==> src/bbrc_pkg.sv <==
// Package with constants, types and carriers of the buck second-half config registers
// Operation
// - Normal set-point bits 5:0 give the output code in normal operation.
// - Normal set-point bit 6 is read-only range, set only by configuration load.
// - Standby set-point bits 5:0 give the output code in standby.
// - Standby register range bit mirrors the loaded normal range bit.
// - Sleep set-point bits 5:0 give the output code in sleep.
// - Sleep register range bit mirrors the loaded normal range bit.
// - Mode register bits 3:0 select the switching operation mode.
// - Mode register bit 5 chooses sleep behaviour: zero off, one pulse-frequency.
// - Config bit 0 selects current limit: zero high level, one low level.
// - Config bits 3:2 select the switching frequency.
// - Config bits 5:4 select the switching clock phase.
// - Config bits 7:6 select the voltage scaling slew speed.
// - In combined single-phase use the first half's set-points drive the output.
package bbrc_pkg;

  // Register indices, byte address is four times the index
  localparam logic [7:0] IDX_NORMAL  = 8'h43;
  localparam logic [7:0] IDX_STANDBY = 8'h44;
  localparam logic [7:0] IDX_SLEEP   = 8'h45;
  localparam logic [7:0] IDX_MODE    = 8'h46;
  localparam logic [7:0] IDX_CONF    = 8'h47;
  localparam logic [7:0] IDX_STATUS  = 8'h48;
  localparam int         IDX_SHIFT   = 2;

  // Field positions
  localparam int LEVEL_LSB  = 0;
  localparam int LEVEL_W    = 6;
  localparam int RANGE_BIT  = 6;
  localparam int MODE_LSB   = 0;
  localparam int MODE_W     = 4;
  localparam int SLEEPB_BIT = 5;
  localparam int ILIM_BIT   = 0;
  localparam int FREQ_LSB   = 2;
  localparam int PHASE_LSB  = 4;
  localparam int SLEW_LSB   = 6;
  localparam int SEL_W      = 2;
  localparam int REG_W      = 8;

  // Writable masks and reset values
  localparam logic [7:0] LEVEL_WMASK = 8'h3f;
  localparam logic [7:0] MODE_WMASK  = 8'h2f;
  localparam logic [7:0] CONF_WMASK  = 8'hfd;
  localparam logic [7:0] LEVEL_RESET = 8'h00;
  localparam logic [7:0] MODE_RESET  = 8'h00;
  localparam logic [7:0] CONF_RESET  = 8'h00;
  localparam logic       RANGE_RESET = 1'b0;
  localparam logic [31:0] RDATA_ZERO = 32'h0000_0000;

  // Power states of the regulator
  typedef enum logic [1:0] {
    BBRC_PWR_NORMAL,
    BBRC_PWR_STANDBY,
    BBRC_PWR_SLEEP
  } bbrc_pwr_e;

  // First-half set-points used when both halves combine
  typedef struct packed {
    logic [5:0] normal_code;
    logic [5:0] standby_code;
    logic [5:0] sleep_code;
    logic       range_bit;
  } bbrc_first_half_s;

  // Analog control bundle for the second half
  typedef struct packed {
    logic [5:0] level_code;
    logic       range_bit;
    logic [3:0] switch_mode_code;
    logic       output_enable;
    logic       pulse_frequency_operation;
    logic       current_limit_level;
    logic [1:0] switch_frequency_code;
    logic [1:0] clock_phase_code;
    logic [1:0] slew_speed_code;
  } bbrc_analog_s;

endpackage : bbrc_pkg

==> src/bbrc_regs.sv <==
// APB register bank and analog control outputs of the buck second half
//
// Added by the designer: the APB interface to the registers.
`timescale 1ns/1ns
module bbrc_regs #(
  parameter int ADDR_W = 12
) (
  input  wire logic                       pclk,
  input  wire logic                       presetn,
  input  wire logic                       psel,
  input  wire logic                       penable,
  input  wire logic                       pwrite,
  input  wire logic [ADDR_W-1:0]          paddr,
  input  wire logic [31:0]                pwdata,
  input  wire logic [3:0]                 pstrb,
  output logic      [31:0]                prdata,
  output logic                            pready,
  output logic                            pslverr,
  input  wire logic                       cfg_load,
  input  wire logic                       cfg_range,
  input  wire bbrc_pkg::bbrc_pwr_e        pwr_state,
  input  wire logic                       combined_phase,
  input  wire bbrc_pkg::bbrc_first_half_s first_half,
  output bbrc_pkg::bbrc_analog_s          analog_ctrl
);

  // Index bits sit above the byte offset, nothing may sit above them
  localparam int UPPER_LSB = bbrc_pkg::IDX_SHIFT + bbrc_pkg::REG_W;
  localparam int ADDR_MIN  = UPPER_LSB - 1;
  localparam int ADDR_MAX  = 32;
  localparam int IDX_W     = bbrc_pkg::REG_W;

  // Address must reach the highest register index
  generate
    if (ADDR_W < ADDR_MIN || ADDR_W > ADDR_MAX) begin : g_bad_addr_w
      $error("bbrc_regs: ADDR_W must be between 9 and 32");
    end
  endgenerate

  // Stored register bytes and the configured range
  logic [7:0]  normal_q;
  logic [7:0]  standby_q;
  logic [7:0]  sleep_q;
  logic [7:0]  mode_q;
  logic [7:0]  conf_q;
  logic        range_reg;

  // Address decode, bus phases and write strobes
  logic [7:0]  reg_index;
  logic        word_aligned;
  logic        upper_zero;
  logic        hit_normal;
  logic        hit_standby;
  logic        hit_sleep;
  logic        hit_mode;
  logic        hit_conf;
  logic        hit_status;
  logic        mapped;
  logic        setup_phase;
  logic        access_phase;
  logic        wr_fire;
  logic        lane0;
  logic        wr_normal;
  logic        wr_standby;
  logic        wr_sleep;
  logic        wr_mode;
  logic        wr_conf;

  // Read path
  logic [5:0]  sel_code;
  logic        sel_range;
  logic [7:0]  status_q;
  logic [7:0]  rd_byte;
  logic [31:0] prdata_next;
  logic        pslverr_next;

  // Output stage towards the regulator
  logic        in_sleep;
  logic [5:0]  level_out_reg;
  logic        range_out_reg;
  logic [3:0]  mode_out_reg;
  logic        enable_out_reg;
  logic        pulse_out_reg;
  logic        limit_out_reg;
  logic [1:0]  freq_out_reg;
  logic [1:0]  phase_out_reg;
  logic [1:0]  slew_out_reg;

  // Index is the byte address divided by four
  assign word_aligned = (paddr[bbrc_pkg::IDX_SHIFT-1:0] == 2'b00);
  generate
    if (ADDR_W > UPPER_LSB) begin : g_upper
      assign reg_index  = paddr[bbrc_pkg::IDX_SHIFT +: IDX_W];
      assign upper_zero = (paddr[ADDR_W-1:UPPER_LSB] == '0);
    end else begin : g_noupper
      assign reg_index  = IDX_W'(paddr[ADDR_W-1:bbrc_pkg::IDX_SHIFT]); // Short bus, top index bits zero
      assign upper_zero = 1'b1;
    end
  endgenerate

  // Address decode of every register
  assign hit_normal  = word_aligned && upper_zero && (reg_index == bbrc_pkg::IDX_NORMAL);
  assign hit_standby = word_aligned && upper_zero && (reg_index == bbrc_pkg::IDX_STANDBY);
  assign hit_sleep   = word_aligned && upper_zero && (reg_index == bbrc_pkg::IDX_SLEEP);
  assign hit_mode    = word_aligned && upper_zero && (reg_index == bbrc_pkg::IDX_MODE);
  assign hit_conf    = word_aligned && upper_zero && (reg_index == bbrc_pkg::IDX_CONF);
  assign hit_status  = word_aligned && upper_zero && (reg_index == bbrc_pkg::IDX_STATUS);
  assign mapped      = hit_normal | hit_standby | hit_sleep | hit_mode | hit_conf | hit_status;

  // Transfer phases of the bus
  assign setup_phase  = psel && !penable;
  assign access_phase = psel && penable;
  assign lane0        = pstrb[0];
  assign wr_fire      = access_phase && pwrite && lane0 && mapped;

  // Zero wait states, answer in the first access cycle
  assign pready = access_phase;

  // Write strobe of each stored register
  assign wr_normal  = wr_fire && hit_normal;
  assign wr_standby = wr_fire && hit_standby;
  assign wr_sleep   = wr_fire && hit_sleep;
  assign wr_mode    = wr_fire && hit_mode;
  assign wr_conf    = wr_fire && hit_conf;

  // Normal set-point, only the level code is writable
  bbrc_field_reg #(
    .RESET_VAL (bbrc_pkg::LEVEL_RESET),
    .WMASK     (bbrc_pkg::LEVEL_WMASK)
  ) u_normal (
    .pclk    (pclk),
    .presetn (presetn),
    .wr_en   (wr_normal),
    .wr_data (pwdata[7:0]),
    .q       (normal_q)
  );

  // Standby set-point
  bbrc_field_reg #(
    .RESET_VAL (bbrc_pkg::LEVEL_RESET),
    .WMASK     (bbrc_pkg::LEVEL_WMASK)
  ) u_standby (
    .pclk    (pclk),
    .presetn (presetn),
    .wr_en   (wr_standby),
    .wr_data (pwdata[7:0]),
    .q       (standby_q)
  );

  // Sleep set-point
  bbrc_field_reg #(
    .RESET_VAL (bbrc_pkg::LEVEL_RESET),
    .WMASK     (bbrc_pkg::LEVEL_WMASK)
  ) u_sleep (
    .pclk    (pclk),
    .presetn (presetn),
    .wr_en   (wr_sleep),
    .wr_data (pwdata[7:0]),
    .q       (sleep_q)
  );

  // Switching mode and sleep behaviour
  bbrc_field_reg #(
    .RESET_VAL (bbrc_pkg::MODE_RESET),
    .WMASK     (bbrc_pkg::MODE_WMASK)
  ) u_mode (
    .pclk    (pclk),
    .presetn (presetn),
    .wr_en   (wr_mode),
    .wr_data (pwdata[7:0]),
    .q       (mode_q)
  );

  // Current limit, frequency, phase and slew
  bbrc_field_reg #(
    .RESET_VAL (bbrc_pkg::CONF_RESET),
    .WMASK     (bbrc_pkg::CONF_WMASK)
  ) u_conf (
    .pclk    (pclk),
    .presetn (presetn),
    .wr_en   (wr_conf),
    .wr_data (pwdata[7:0]),
    .q       (conf_q)
  );

  // Range bit, changed by configuration load only
  always_ff @(posedge pclk or negedge presetn) begin
    if (!presetn) begin
      range_reg <= bbrc_pkg::RANGE_RESET;
    end else if (cfg_load) begin
      range_reg <= cfg_range;
    end
  end

  // Active set-point by power state and phase arrangement
  bbrc_level_sel u_level_sel (
    .pclk           (pclk),
    .presetn        (presetn),
    .pwr_state      (pwr_state),
    .combined_phase (combined_phase),
    .normal_code    (normal_q[bbrc_pkg::LEVEL_LSB +: bbrc_pkg::LEVEL_W]),
    .standby_code   (standby_q[bbrc_pkg::LEVEL_LSB +: bbrc_pkg::LEVEL_W]),
    .sleep_code     (sleep_q[bbrc_pkg::LEVEL_LSB +: bbrc_pkg::LEVEL_W]),
    .range_bit      (range_reg),
    .first_half     (first_half),
    .level_code     (sel_code),
    .level_range    (sel_range)
  );

  // Status byte: active code and arrangement
  always_comb begin
    status_q                                        = 8'h00;
    status_q[bbrc_pkg::LEVEL_LSB +: bbrc_pkg::LEVEL_W] = sel_code;
    status_q[bbrc_pkg::RANGE_BIT]                   = sel_range;
    status_q[bbrc_pkg::REG_W-1]                     = combined_phase;
  end

  // Read value of the addressed register
  always_comb begin
    rd_byte = 8'h00;
    case (1'b1)
      hit_normal: begin
        rd_byte                          = normal_q;
        rd_byte[bbrc_pkg::RANGE_BIT]     = range_reg;
      end
      hit_standby: begin
        rd_byte                          = standby_q;
        rd_byte[bbrc_pkg::RANGE_BIT]     = range_reg;
      end
      hit_sleep: begin
        rd_byte                          = sleep_q;
        rd_byte[bbrc_pkg::RANGE_BIT]     = range_reg;
      end
      hit_mode: begin
        rd_byte = mode_q & bbrc_pkg::MODE_WMASK;
      end
      hit_conf: begin
        rd_byte = conf_q & bbrc_pkg::CONF_WMASK;
      end
      hit_status: begin
        rd_byte = status_q;
      end
      default: begin
        rd_byte = 8'h00;
      end
    endcase
  end

  // Upper bytes read as zero
  always_comb begin
    prdata_next       = bbrc_pkg::RDATA_ZERO;
    prdata_next[7:0]  = rd_byte;
    pslverr_next      = !mapped;
  end

  // Read data and error captured in the setup cycle
  always_ff @(posedge pclk or negedge presetn) begin
    if (!presetn) begin
      prdata <= bbrc_pkg::RDATA_ZERO;
    end else if (setup_phase) begin
      prdata <= pwrite ? bbrc_pkg::RDATA_ZERO : prdata_next;
    end
  end

  // Error flag for unmapped addresses
  always_ff @(posedge pclk or negedge presetn) begin
    if (!presetn) begin
      pslverr <= 1'b0;
    end else if (setup_phase) begin
      pslverr <= pslverr_next;
    end else if (!psel) begin
      pslverr <= 1'b0;
    end
  end

  // Sleep decides between off and pulse-frequency operation
  assign in_sleep = (pwr_state == bbrc_pkg::BBRC_PWR_SLEEP);

  // Active set-point code towards the regulator
  always_ff @(posedge pclk or negedge presetn) begin
    if (!presetn) begin
      level_out_reg <= '0;
    end else begin
      level_out_reg <= sel_code;
    end
  end

  // Active range towards the regulator
  always_ff @(posedge pclk or negedge presetn) begin
    if (!presetn) begin
      range_out_reg <= bbrc_pkg::RANGE_RESET;
    end else begin
      range_out_reg <= sel_range;
    end
  end

  // Switching operation mode
  always_ff @(posedge pclk or negedge presetn) begin
    if (!presetn) begin
      mode_out_reg <= '0;
    end else begin
      mode_out_reg <= mode_q[bbrc_pkg::MODE_LSB +: bbrc_pkg::MODE_W];
    end
  end

  // Sleep behaviour, output off or pulse-frequency operation
  always_ff @(posedge pclk or negedge presetn) begin
    if (!presetn) begin
      enable_out_reg <= 1'b0;
      pulse_out_reg  <= 1'b0;
    end else begin
      enable_out_reg <= !(in_sleep && !mode_q[bbrc_pkg::SLEEPB_BIT]);
      pulse_out_reg  <= in_sleep && mode_q[bbrc_pkg::SLEEPB_BIT];
    end
  end

  // Current limit level
  always_ff @(posedge pclk or negedge presetn) begin
    if (!presetn) begin
      limit_out_reg <= 1'b0;
    end else begin
      limit_out_reg <= conf_q[bbrc_pkg::ILIM_BIT];
    end
  end

  // Frequency, clock phase and slew speed selections
  always_ff @(posedge pclk or negedge presetn) begin
    if (!presetn) begin
      freq_out_reg  <= '0;
      phase_out_reg <= '0;
      slew_out_reg  <= '0;
    end else begin
      freq_out_reg  <= conf_q[bbrc_pkg::FREQ_LSB +: bbrc_pkg::SEL_W];
      phase_out_reg <= conf_q[bbrc_pkg::PHASE_LSB +: bbrc_pkg::SEL_W];
      slew_out_reg  <= conf_q[bbrc_pkg::SLEW_LSB +: bbrc_pkg::SEL_W];
    end
  end

  // Flopped controls gathered into the bundle for the regulator
  always_comb begin
    analog_ctrl.level_code                = level_out_reg;
    analog_ctrl.range_bit                 = range_out_reg;
    analog_ctrl.switch_mode_code          = mode_out_reg;
    analog_ctrl.output_enable             = enable_out_reg;
    analog_ctrl.pulse_frequency_operation = pulse_out_reg;
    analog_ctrl.current_limit_level       = limit_out_reg;
    analog_ctrl.switch_frequency_code     = freq_out_reg;
    analog_ctrl.clock_phase_code          = phase_out_reg;
    analog_ctrl.slew_speed_code           = slew_out_reg;
  end

endmodule : bbrc_regs

==> src/bbrc_field_reg.sv <==
// One byte-wide register with per-bit write mask and reset value
`timescale 1ns/1ns
module bbrc_field_reg #(
  parameter logic [7:0] RESET_VAL = 8'h00,
  parameter logic [7:0] WMASK     = 8'hff
) (
  input  wire logic       pclk,
  input  wire logic       presetn,
  input  wire logic       wr_en,
  input  wire logic [7:0] wr_data,
  output logic      [7:0] q
);

  // Only masked bits take write data, others keep reset value
  always_ff @(posedge pclk or negedge presetn) begin
    if (!presetn) begin
      q <= RESET_VAL;
    end else if (wr_en) begin
      q <= (q & ~WMASK) | (wr_data & WMASK);
    end
  end

endmodule : bbrc_field_reg

==> src/bbrc_level_sel.sv <==
// Selects the active set-point code by power state and phase arrangement
`timescale 1ns/1ns
module bbrc_level_sel (
  input  wire logic                      pclk,
  input  wire logic                      presetn,
  input  wire bbrc_pkg::bbrc_pwr_e       pwr_state,
  input  wire logic                      combined_phase,
  input  wire logic [5:0]                normal_code,
  input  wire logic [5:0]                standby_code,
  input  wire logic [5:0]                sleep_code,
  input  wire logic                      range_bit,
  input  wire bbrc_pkg::bbrc_first_half_s first_half,
  output logic      [5:0]                level_code,
  output logic                           level_range
);

  logic [5:0] own_code;
  logic [5:0] first_code;

  // Code of the current power state for each half
  always_comb begin
    own_code   = normal_code;
    first_code = first_half.normal_code;
    case (pwr_state)
      bbrc_pkg::BBRC_PWR_NORMAL: begin
        own_code   = normal_code;
        first_code = first_half.normal_code;
      end
      bbrc_pkg::BBRC_PWR_STANDBY: begin
        own_code   = standby_code;
        first_code = first_half.standby_code;
      end
      bbrc_pkg::BBRC_PWR_SLEEP: begin
        own_code   = sleep_code;
        first_code = first_half.sleep_code;
      end
      default: begin
        own_code   = normal_code;
        first_code = first_half.normal_code;
      end
    endcase
  end

  // Registered choice, first half wins when combined
  always_ff @(posedge pclk or negedge presetn) begin
    if (!presetn) begin
      level_code  <= '0;
      level_range <= bbrc_pkg::RANGE_RESET;
    end else if (combined_phase) begin
      level_code  <= first_code;
      level_range <= first_half.range_bit;
    end else begin
      level_code  <= own_code;
      level_range <= range_bit;
    end
  end

endmodule : bbrc_level_sel

==> config.mk <==
export PLATFORM = sky130hd
export DESIGN_NAME = bbrc_regs
export DESIGN_NICKNAME = d
export VERILOG_FILES = /design/src/bbrc_pkg.sv /design/src/bbrc_regs.sv /design/src/bbrc_field_reg.sv /design/src/bbrc_level_sel.sv
export SDC_FILE = /design/constraint.sdc
export NUM_CORES = 1
export LEC_CHECK = 0
export ABC_AREA = 1
export BUFFER_PORTS_ARGS = -buffer_cell sky130_fd_sc_hd__buf_2
export CAP_MARGIN = 15
export CORE_MARGIN = 2
export CORE_UTILIZATION = 53
export CTS_CLUSTER_DIAMETER = 50
export DETAILED_ROUTE_END_ITERATION = 16
export MAX_ROUTING_LAYER = met4
export PLACE_DENSITY_LB_ADDON = 0.12
export SLEW_MARGIN = 20
export SYNTH_ARGS = -nofsm -noshare
export SYNTH_HDL_FRONTEND = slang
export SYNTH_SLANG_ARGS = --single-unit
==> constraint.sdc <==
create_clock -name pclk -period 3.2 [get_ports pclk]
set_clock_uncertainty 0.05 [all_clocks]
set_input_delay 0 -clock pclk [delete_from_list [all_inputs] [get_ports pclk]]
set_output_delay 0 -clock pclk [all_outputs]
set_load 0.01 [all_outputs]
* Word level (Yosys, flattened, before mapping) *
Cells that the tools add are included.

cells by class
  eq/ne operators = 9
  multiplexer cells = 13
  bitwise operators = 10
  reduce and logical (&&, ||, !) cells = 25

operator list
  cell                  count
  $mux W8               7
  $eq A8 B7 Y1 const B  6
  $or A8 B6 Y8          4
  $pmux W6 S2           2
  $logic_and A1 B1 Y1   19
  $or A2 B8 Y8          1
  $mux W6               1
  $or A1 B1 Y1          5
  $logic_not A1 Y1      4
  $logic_not A2 Y1      2
  $mux W1               3
  $eq A2 B1 Y1 const B  1
  $eq A2 B2 Y1 const B  1
  $ne A2 B1 Y1 const B  1

storage, ports and cells
  flip-flop bits (word level) = 101
  input port bits = 77
  output and inout port bits = 54
  logic and storage cells = 76

* Logic depth before layout (Yosys ltp) *
  depth in word-level cells = 10
  gate-level depth with buffers = 13
  depth with buffers taken out = 13

* Modules after synthesis *
From an unflattened synthesis, not the netlist that was laid out.

second synthesis, totals
  cells, all modules = 473
  area total of the unflattened synthesis = 3589.7 um^2

by module, submodules not included
  module                         times used  cells each  area an instance (um^2)  sequential area each (um^2)
  bbrc_regs                      1           234         1786.7                   750.7
  bbrc_field_reg (u_normal ...)  3           28          240.2                    150.1
  bbrc_level_sel                 1           98          590.6                    175.2
  bbrc_field_reg (u_conf)        1           32          280.3                    175.2
  bbrc_field_reg (u_mode)        1           25          211.5                    125.1

* Worst setup path before layout *
Ideal clock, no wire load.

  kind = input -> register
  from = in paddr[1]
  to = reg u_normal.q[3]
  library setup time = 0.125 ns
  arrival = 0.993 ns
  setup slack = 2.032 ns
  cell stages on the path = 7
  cell sequence = nor2_1 > nand2_1 > nor2_4 > buf_6 > nand2_1 > nor2_1 > mux2_2

between the ends
  longest elaborated chain between the ends = 10
  elaborated cells between the ends (all ways) = 15
  those cells by class = bitwise (5); reduce/logical (10)

ends and longest elaborated chain
  element                                 RTL line                            source
  start: declaration                      bbrc_regs.sv:13                     input wire logic [ADDR_W-1:0] paddr,
  $logic_not A2 Y1 *                      bbrc_regs.sv:90                     assign word_aligned = (paddr[bbrc_pkg::IDX_SHIFT-1:0] == 2'b00);
  $logic_and A1 B1 Y1 *                   -
  $logic_and A1 B1 Y1 (on tied branches)  bbrc_regs.sv:102, bbrc_regs.sv:103
  $or A1 B1 Y1 (5 in a row)               bbrc_regs.sv:108                    assign mapped = hit_normal | hit_standby | hit_sleep | hit_mode | hit_conf | hit_status;
  $logic_and A1 B1 Y1                     bbrc_regs.sv:114                    assign wr_fire = access_phase && pwrite && lane0 && mapped;
  $logic_and A1 B1 Y1 *                   bbrc_regs.sv:120                    assign wr_normal = wr_fire && hit_normal;
  end signal: assignment                  bbrc_field_reg.sv:19                q <= (q & ~WMASK) | (wr_data & WMASK);
  end: declaration                        bbrc_field_reg.sv:11                output logic [7:0] q

Mark *: on every way between the ends. The rest lies on a longest branch, timed or not.
A chain may end at the register's enable or synchronous reset.

* Worst setup path in the final report *
  from = in psel
  to = reg u_conf.q[4]

between the ends
  longest elaborated chain between the ends = 5

ends and longest elaborated chain
  element                           RTL line              source
  start: declaration                bbrc_regs.sv:10       input wire logic psel,
  $logic_and A1 B1 Y1               bbrc_regs.sv:112      assign access_phase = psel && penable;
  $logic_and A1 B1 Y1 (3 in a row)  bbrc_regs.sv:114
  $logic_and A1 B1 Y1               bbrc_regs.sv:124      assign wr_conf = wr_fire && hit_conf;
  end signal: assignment            bbrc_field_reg.sv:19
  end: declaration                  bbrc_field_reg.sv:11

Every way passes these cells.

==> results.yml <==
layout:
  antenna_cells: 0
  fin_cells: 589
  syn2layout_area_growth_pct: 21.7
  reg_top3: "prdata: 8 flops, u_conf.q: 7 flops"
  post_route_cells_drive_above_1_share: 0.234
  regMostFlops: "prdata"
  largest_register_ffs: 8
  nets: 586
  fill_cells: 558
placement:
  dpl.hpwl_mm: 6.11
  gp_congestion: 0.855
  dpl.cell_count: 551
  portBuffers: 79
synthesis:
  yosys_warnings: 0
  synth_area_leader_cell: "dfrtp_1"
  yosys-top-cells-area: "dfrtp_1, nand2_1, buf_4"
  syn_inst: 410
  netlist-cell-type-count: 33
  syn_avg_cell_area_um2: 8.33
  ys_seq_area_frac: 0.491
  synth.top_cell.area_share: 0.491
  ys_ff_latch: 67
  synthesis.area_mm2: 0.00341
worst_hold_path:
  min_path_cells: 2
  min_path_type: "input port to flip-flop"
routing:
  firstDrtPassIters: 6
  drcViolationCount: 0
  drt.antenna.violating_nets: 0
  wl_per_cell_um: 14.9
  wirelength_mm: 8.80
  vias_per_cell: 5.22
  vias: 3074
  first_iter_violations: 261
die:
  ios: 131
  rows: 29
  initial_core_util: 0.544
  die_h_um: 84.3
  die_area_mm2: 0.00710
  die_x_um: 84.3
  coreArea_mm2: 0.00628
cts:
  cts_sinks: 67
  cts_hold_buf: 22
  htreeDepth: 3
  clockRootBuffer: "clkbuf_8"
  post_cts_resize_count: 0
  cts_tree: "built"
  numCtsBuffers: 9
  clk_latency_ns: 0.36
  cts.reportedPaths.clkPinSlew_ns: 0.08
  post_cts_buffers: 0
  clockBufferDepth: 2
grt:
  grt_use_total: 0.266
  grt_pass1_vias: 2872
  grt_max_degree: 54
  grt_remaining_overflow: 0
  antenna_found_initial: 0
  grt_pass1_wl_mm: 14.3
flow_run:
  drv_cap: 0
timing:
  tns_ns: 0
  finalSetupViolCount: 0
  finalCriticalPeriod_ns: 2.48
  worst_slew_margin_rel: 0.560
  hold_ws_ns: 0.0154
  fin_crit_sh: 0.776
  max_freq_mhz: 402
  slew_violations: 0
  hold_viol: 0
  rsz0062_at_grt: "false"
  worstMarginPinSlew_ns: 0.660
power_and_ir_drop:
  peakVddDrop_mv: 0.304
  power_density_mw_per_mm2: 430
  swShare: 0.268
  leakage_uw: 0.00230
  power.internal_uw: 1310
  pwr-share-seq: 0.494
  p_sw_uw: 478
  pwr-share-clk: 0.403
  p_comb_frac: 0.103
critical_path:
  end_kind: "flip-flop"
  setup.worst_path.class: "input port to flip-flop"
  rr_worst_depth: 3
  critPathMaxFanout: 16
  crit_arrival_ns: 2.68
  start_kind: "input port"
  cp.required_ns: 3.39
outcome:
  status: "finished, final reports clean"
[synthesized netlist by cell type]
library cell / number
a21oi_1: 4
a221oi_1: 11
buf_2: 3
buf_4: 29
buf_6: 2
clkbuf_1: 6
clkinv_1: 1
conb_1: 1
dfrtp_1: 67
ha_1: 2
inv_1: 43
inv_2: 7
mux2_1: 1
mux2_2: 2
nand2_1: 117
nand2_2: 3
nand2_4: 1
nand3_1: 20
nand3_2: 3
nand3b_1: 2
nand4_1: 12
nor2_1: 19
nor2_2: 2
nor2_4: 4
nor3_1: 5
o211ai_1: 1
o21ai_0: 23
o21ai_1: 8
o21ai_2: 1
o21bai_1: 5
o31ai_1: 3
o32ai_1: 1
or2_1: 1
[per-layer routing]
layer | vias to the layer above | share of wire | global-route usage
met4 | 0 | 0.019 | 0.0630
met1 | 1457 | 0.44 | 0.360
li1 | 1471 | - | -
met2 | 127 | 0.48 | 0.416
met3 | 19 | 0.070 | 0.0551
met5 | - | 0 | -
[cell families after synthesis]
family | Yosys count | synth area share
flops | 67 | 0.491
fa+ha+maj | 2 | 0.00733
simple gates | 189 | 0.249
buf+inv | 91 | 0.137
compound gates | 57 | 0.104
mux | 3 | 0.00989
other cells | 1 | 0.00110
[final timing paths]
path                            slack, ns                         startpoint                                  end
worst max-delay path                 0.72                               psel              u_conf.q[4]$_DFFE_PN0P_
worst min-delay path                 0.02                     combined_phase    u_level_sel.level_range$_DFF_PN0_
worst max register to register       1.63         u_standby.q[0]$_DFFE_PN0P_  u_level_sel.level_code[0]$_DFF_PN0_
worst min register to register       0.33  u_level_sel.level_range$_DFF_PN0_              range_out_reg$_DFF_PN0_
max in group asynchronous            2.24                            presetn            u_normal.q[5]$_DFFE_PN0P_
min in group asynchronous            0.16                            presetn            freq_out_reg[1]$_DFF_PN0_
[worst max-delay path: stages]
cell	delay (ns)
dlygate4sd3_1	0.52
buf_2	0.10
nand2_1	0.04
dlygate4sd3_1	0.54
inv_1	0.09
nand3_1	0.10
inv_1	0.46
nand2_1	0.43
mux2_2	0.38
[placed cells by master, fill, tap and decap left out]
cell type      synthesis  layout
nand2_1              117     117
buf_2                  3      78
dfrtp_1               67      67
inv_1                 43      43
conb_1                 1      24
o21ai_0               23      23
dlygate4sd3_1          0      22
nand3_1               20      20
nor2_1                19      19
nand4_1               12      12
a221oi_1              11      11
clkbuf_8               0       9
o21ai_1                8       8
inv_2                  7       7
nor3_1                 5       5
o21bai_1               5       5
a21oi_1                4       4
nor2_4                 4       4
o31ai_1                3       3
nand2_2                3       3
nand3_2                3       3
clkinv_4               0       3
buf_4                 29       3
mux2_2                 2       2
nor2_2                 2       2
nand3b_1               2       2
ha_1                   2       2
o32ai_1                1       1
or2_1                  1       1
o21ai_2                1       1
nand2_4                1       1
clkinv_1               1       1
mux2_1                 1       1
o211ai_1               1       1
clkinv_2               0       1
inv_6                  0       1
clkinvlp_4             0       1
bufinv_16              0       1
[per-stage QoR]
step	power, µW	setup slack, ns	utilization	instance area [µm²]
detailed placement	1060	1.28	0.595	3730
global placement	1050	1.28	0.594	3730
global route	1850	0.537	0.662	4150
floorplan	992	2.03	-	3500
CTS	1790	0.692	0.662	4150
finish	1790	0.715	0.662	4150
[cell type report]
| type | count | area, µm² | share of cell area |
|---|---|---|---|
| Sequential cell | 67 | 1680 | 0.404 |
| Clock inverter | 7 | 77.6 | 0.0187 |
| Timing Repair Buffer | 103 | 633 | 0.152 |
| Tap cell | 77 | 96.3 | 0.0232 |
| Multi-Input combinational cell | 275 | 1360 | 0.326 |
| Clock buffer | 9 | 124 | 0.0298 |
| Inverter | 51 | 191 | 0.0461 |
[power by group through the flow]
stage               registers (µW)  clock network, µW  logic, µW
finish                         881                720        184
global route                   884                764        205
CTS                            881                725        182
detailed placement             898                  0        159
global placement               898                  0        156
floorplan                      900                  0       91.5
No activity file was read; power rests on OpenSTA's default activity.
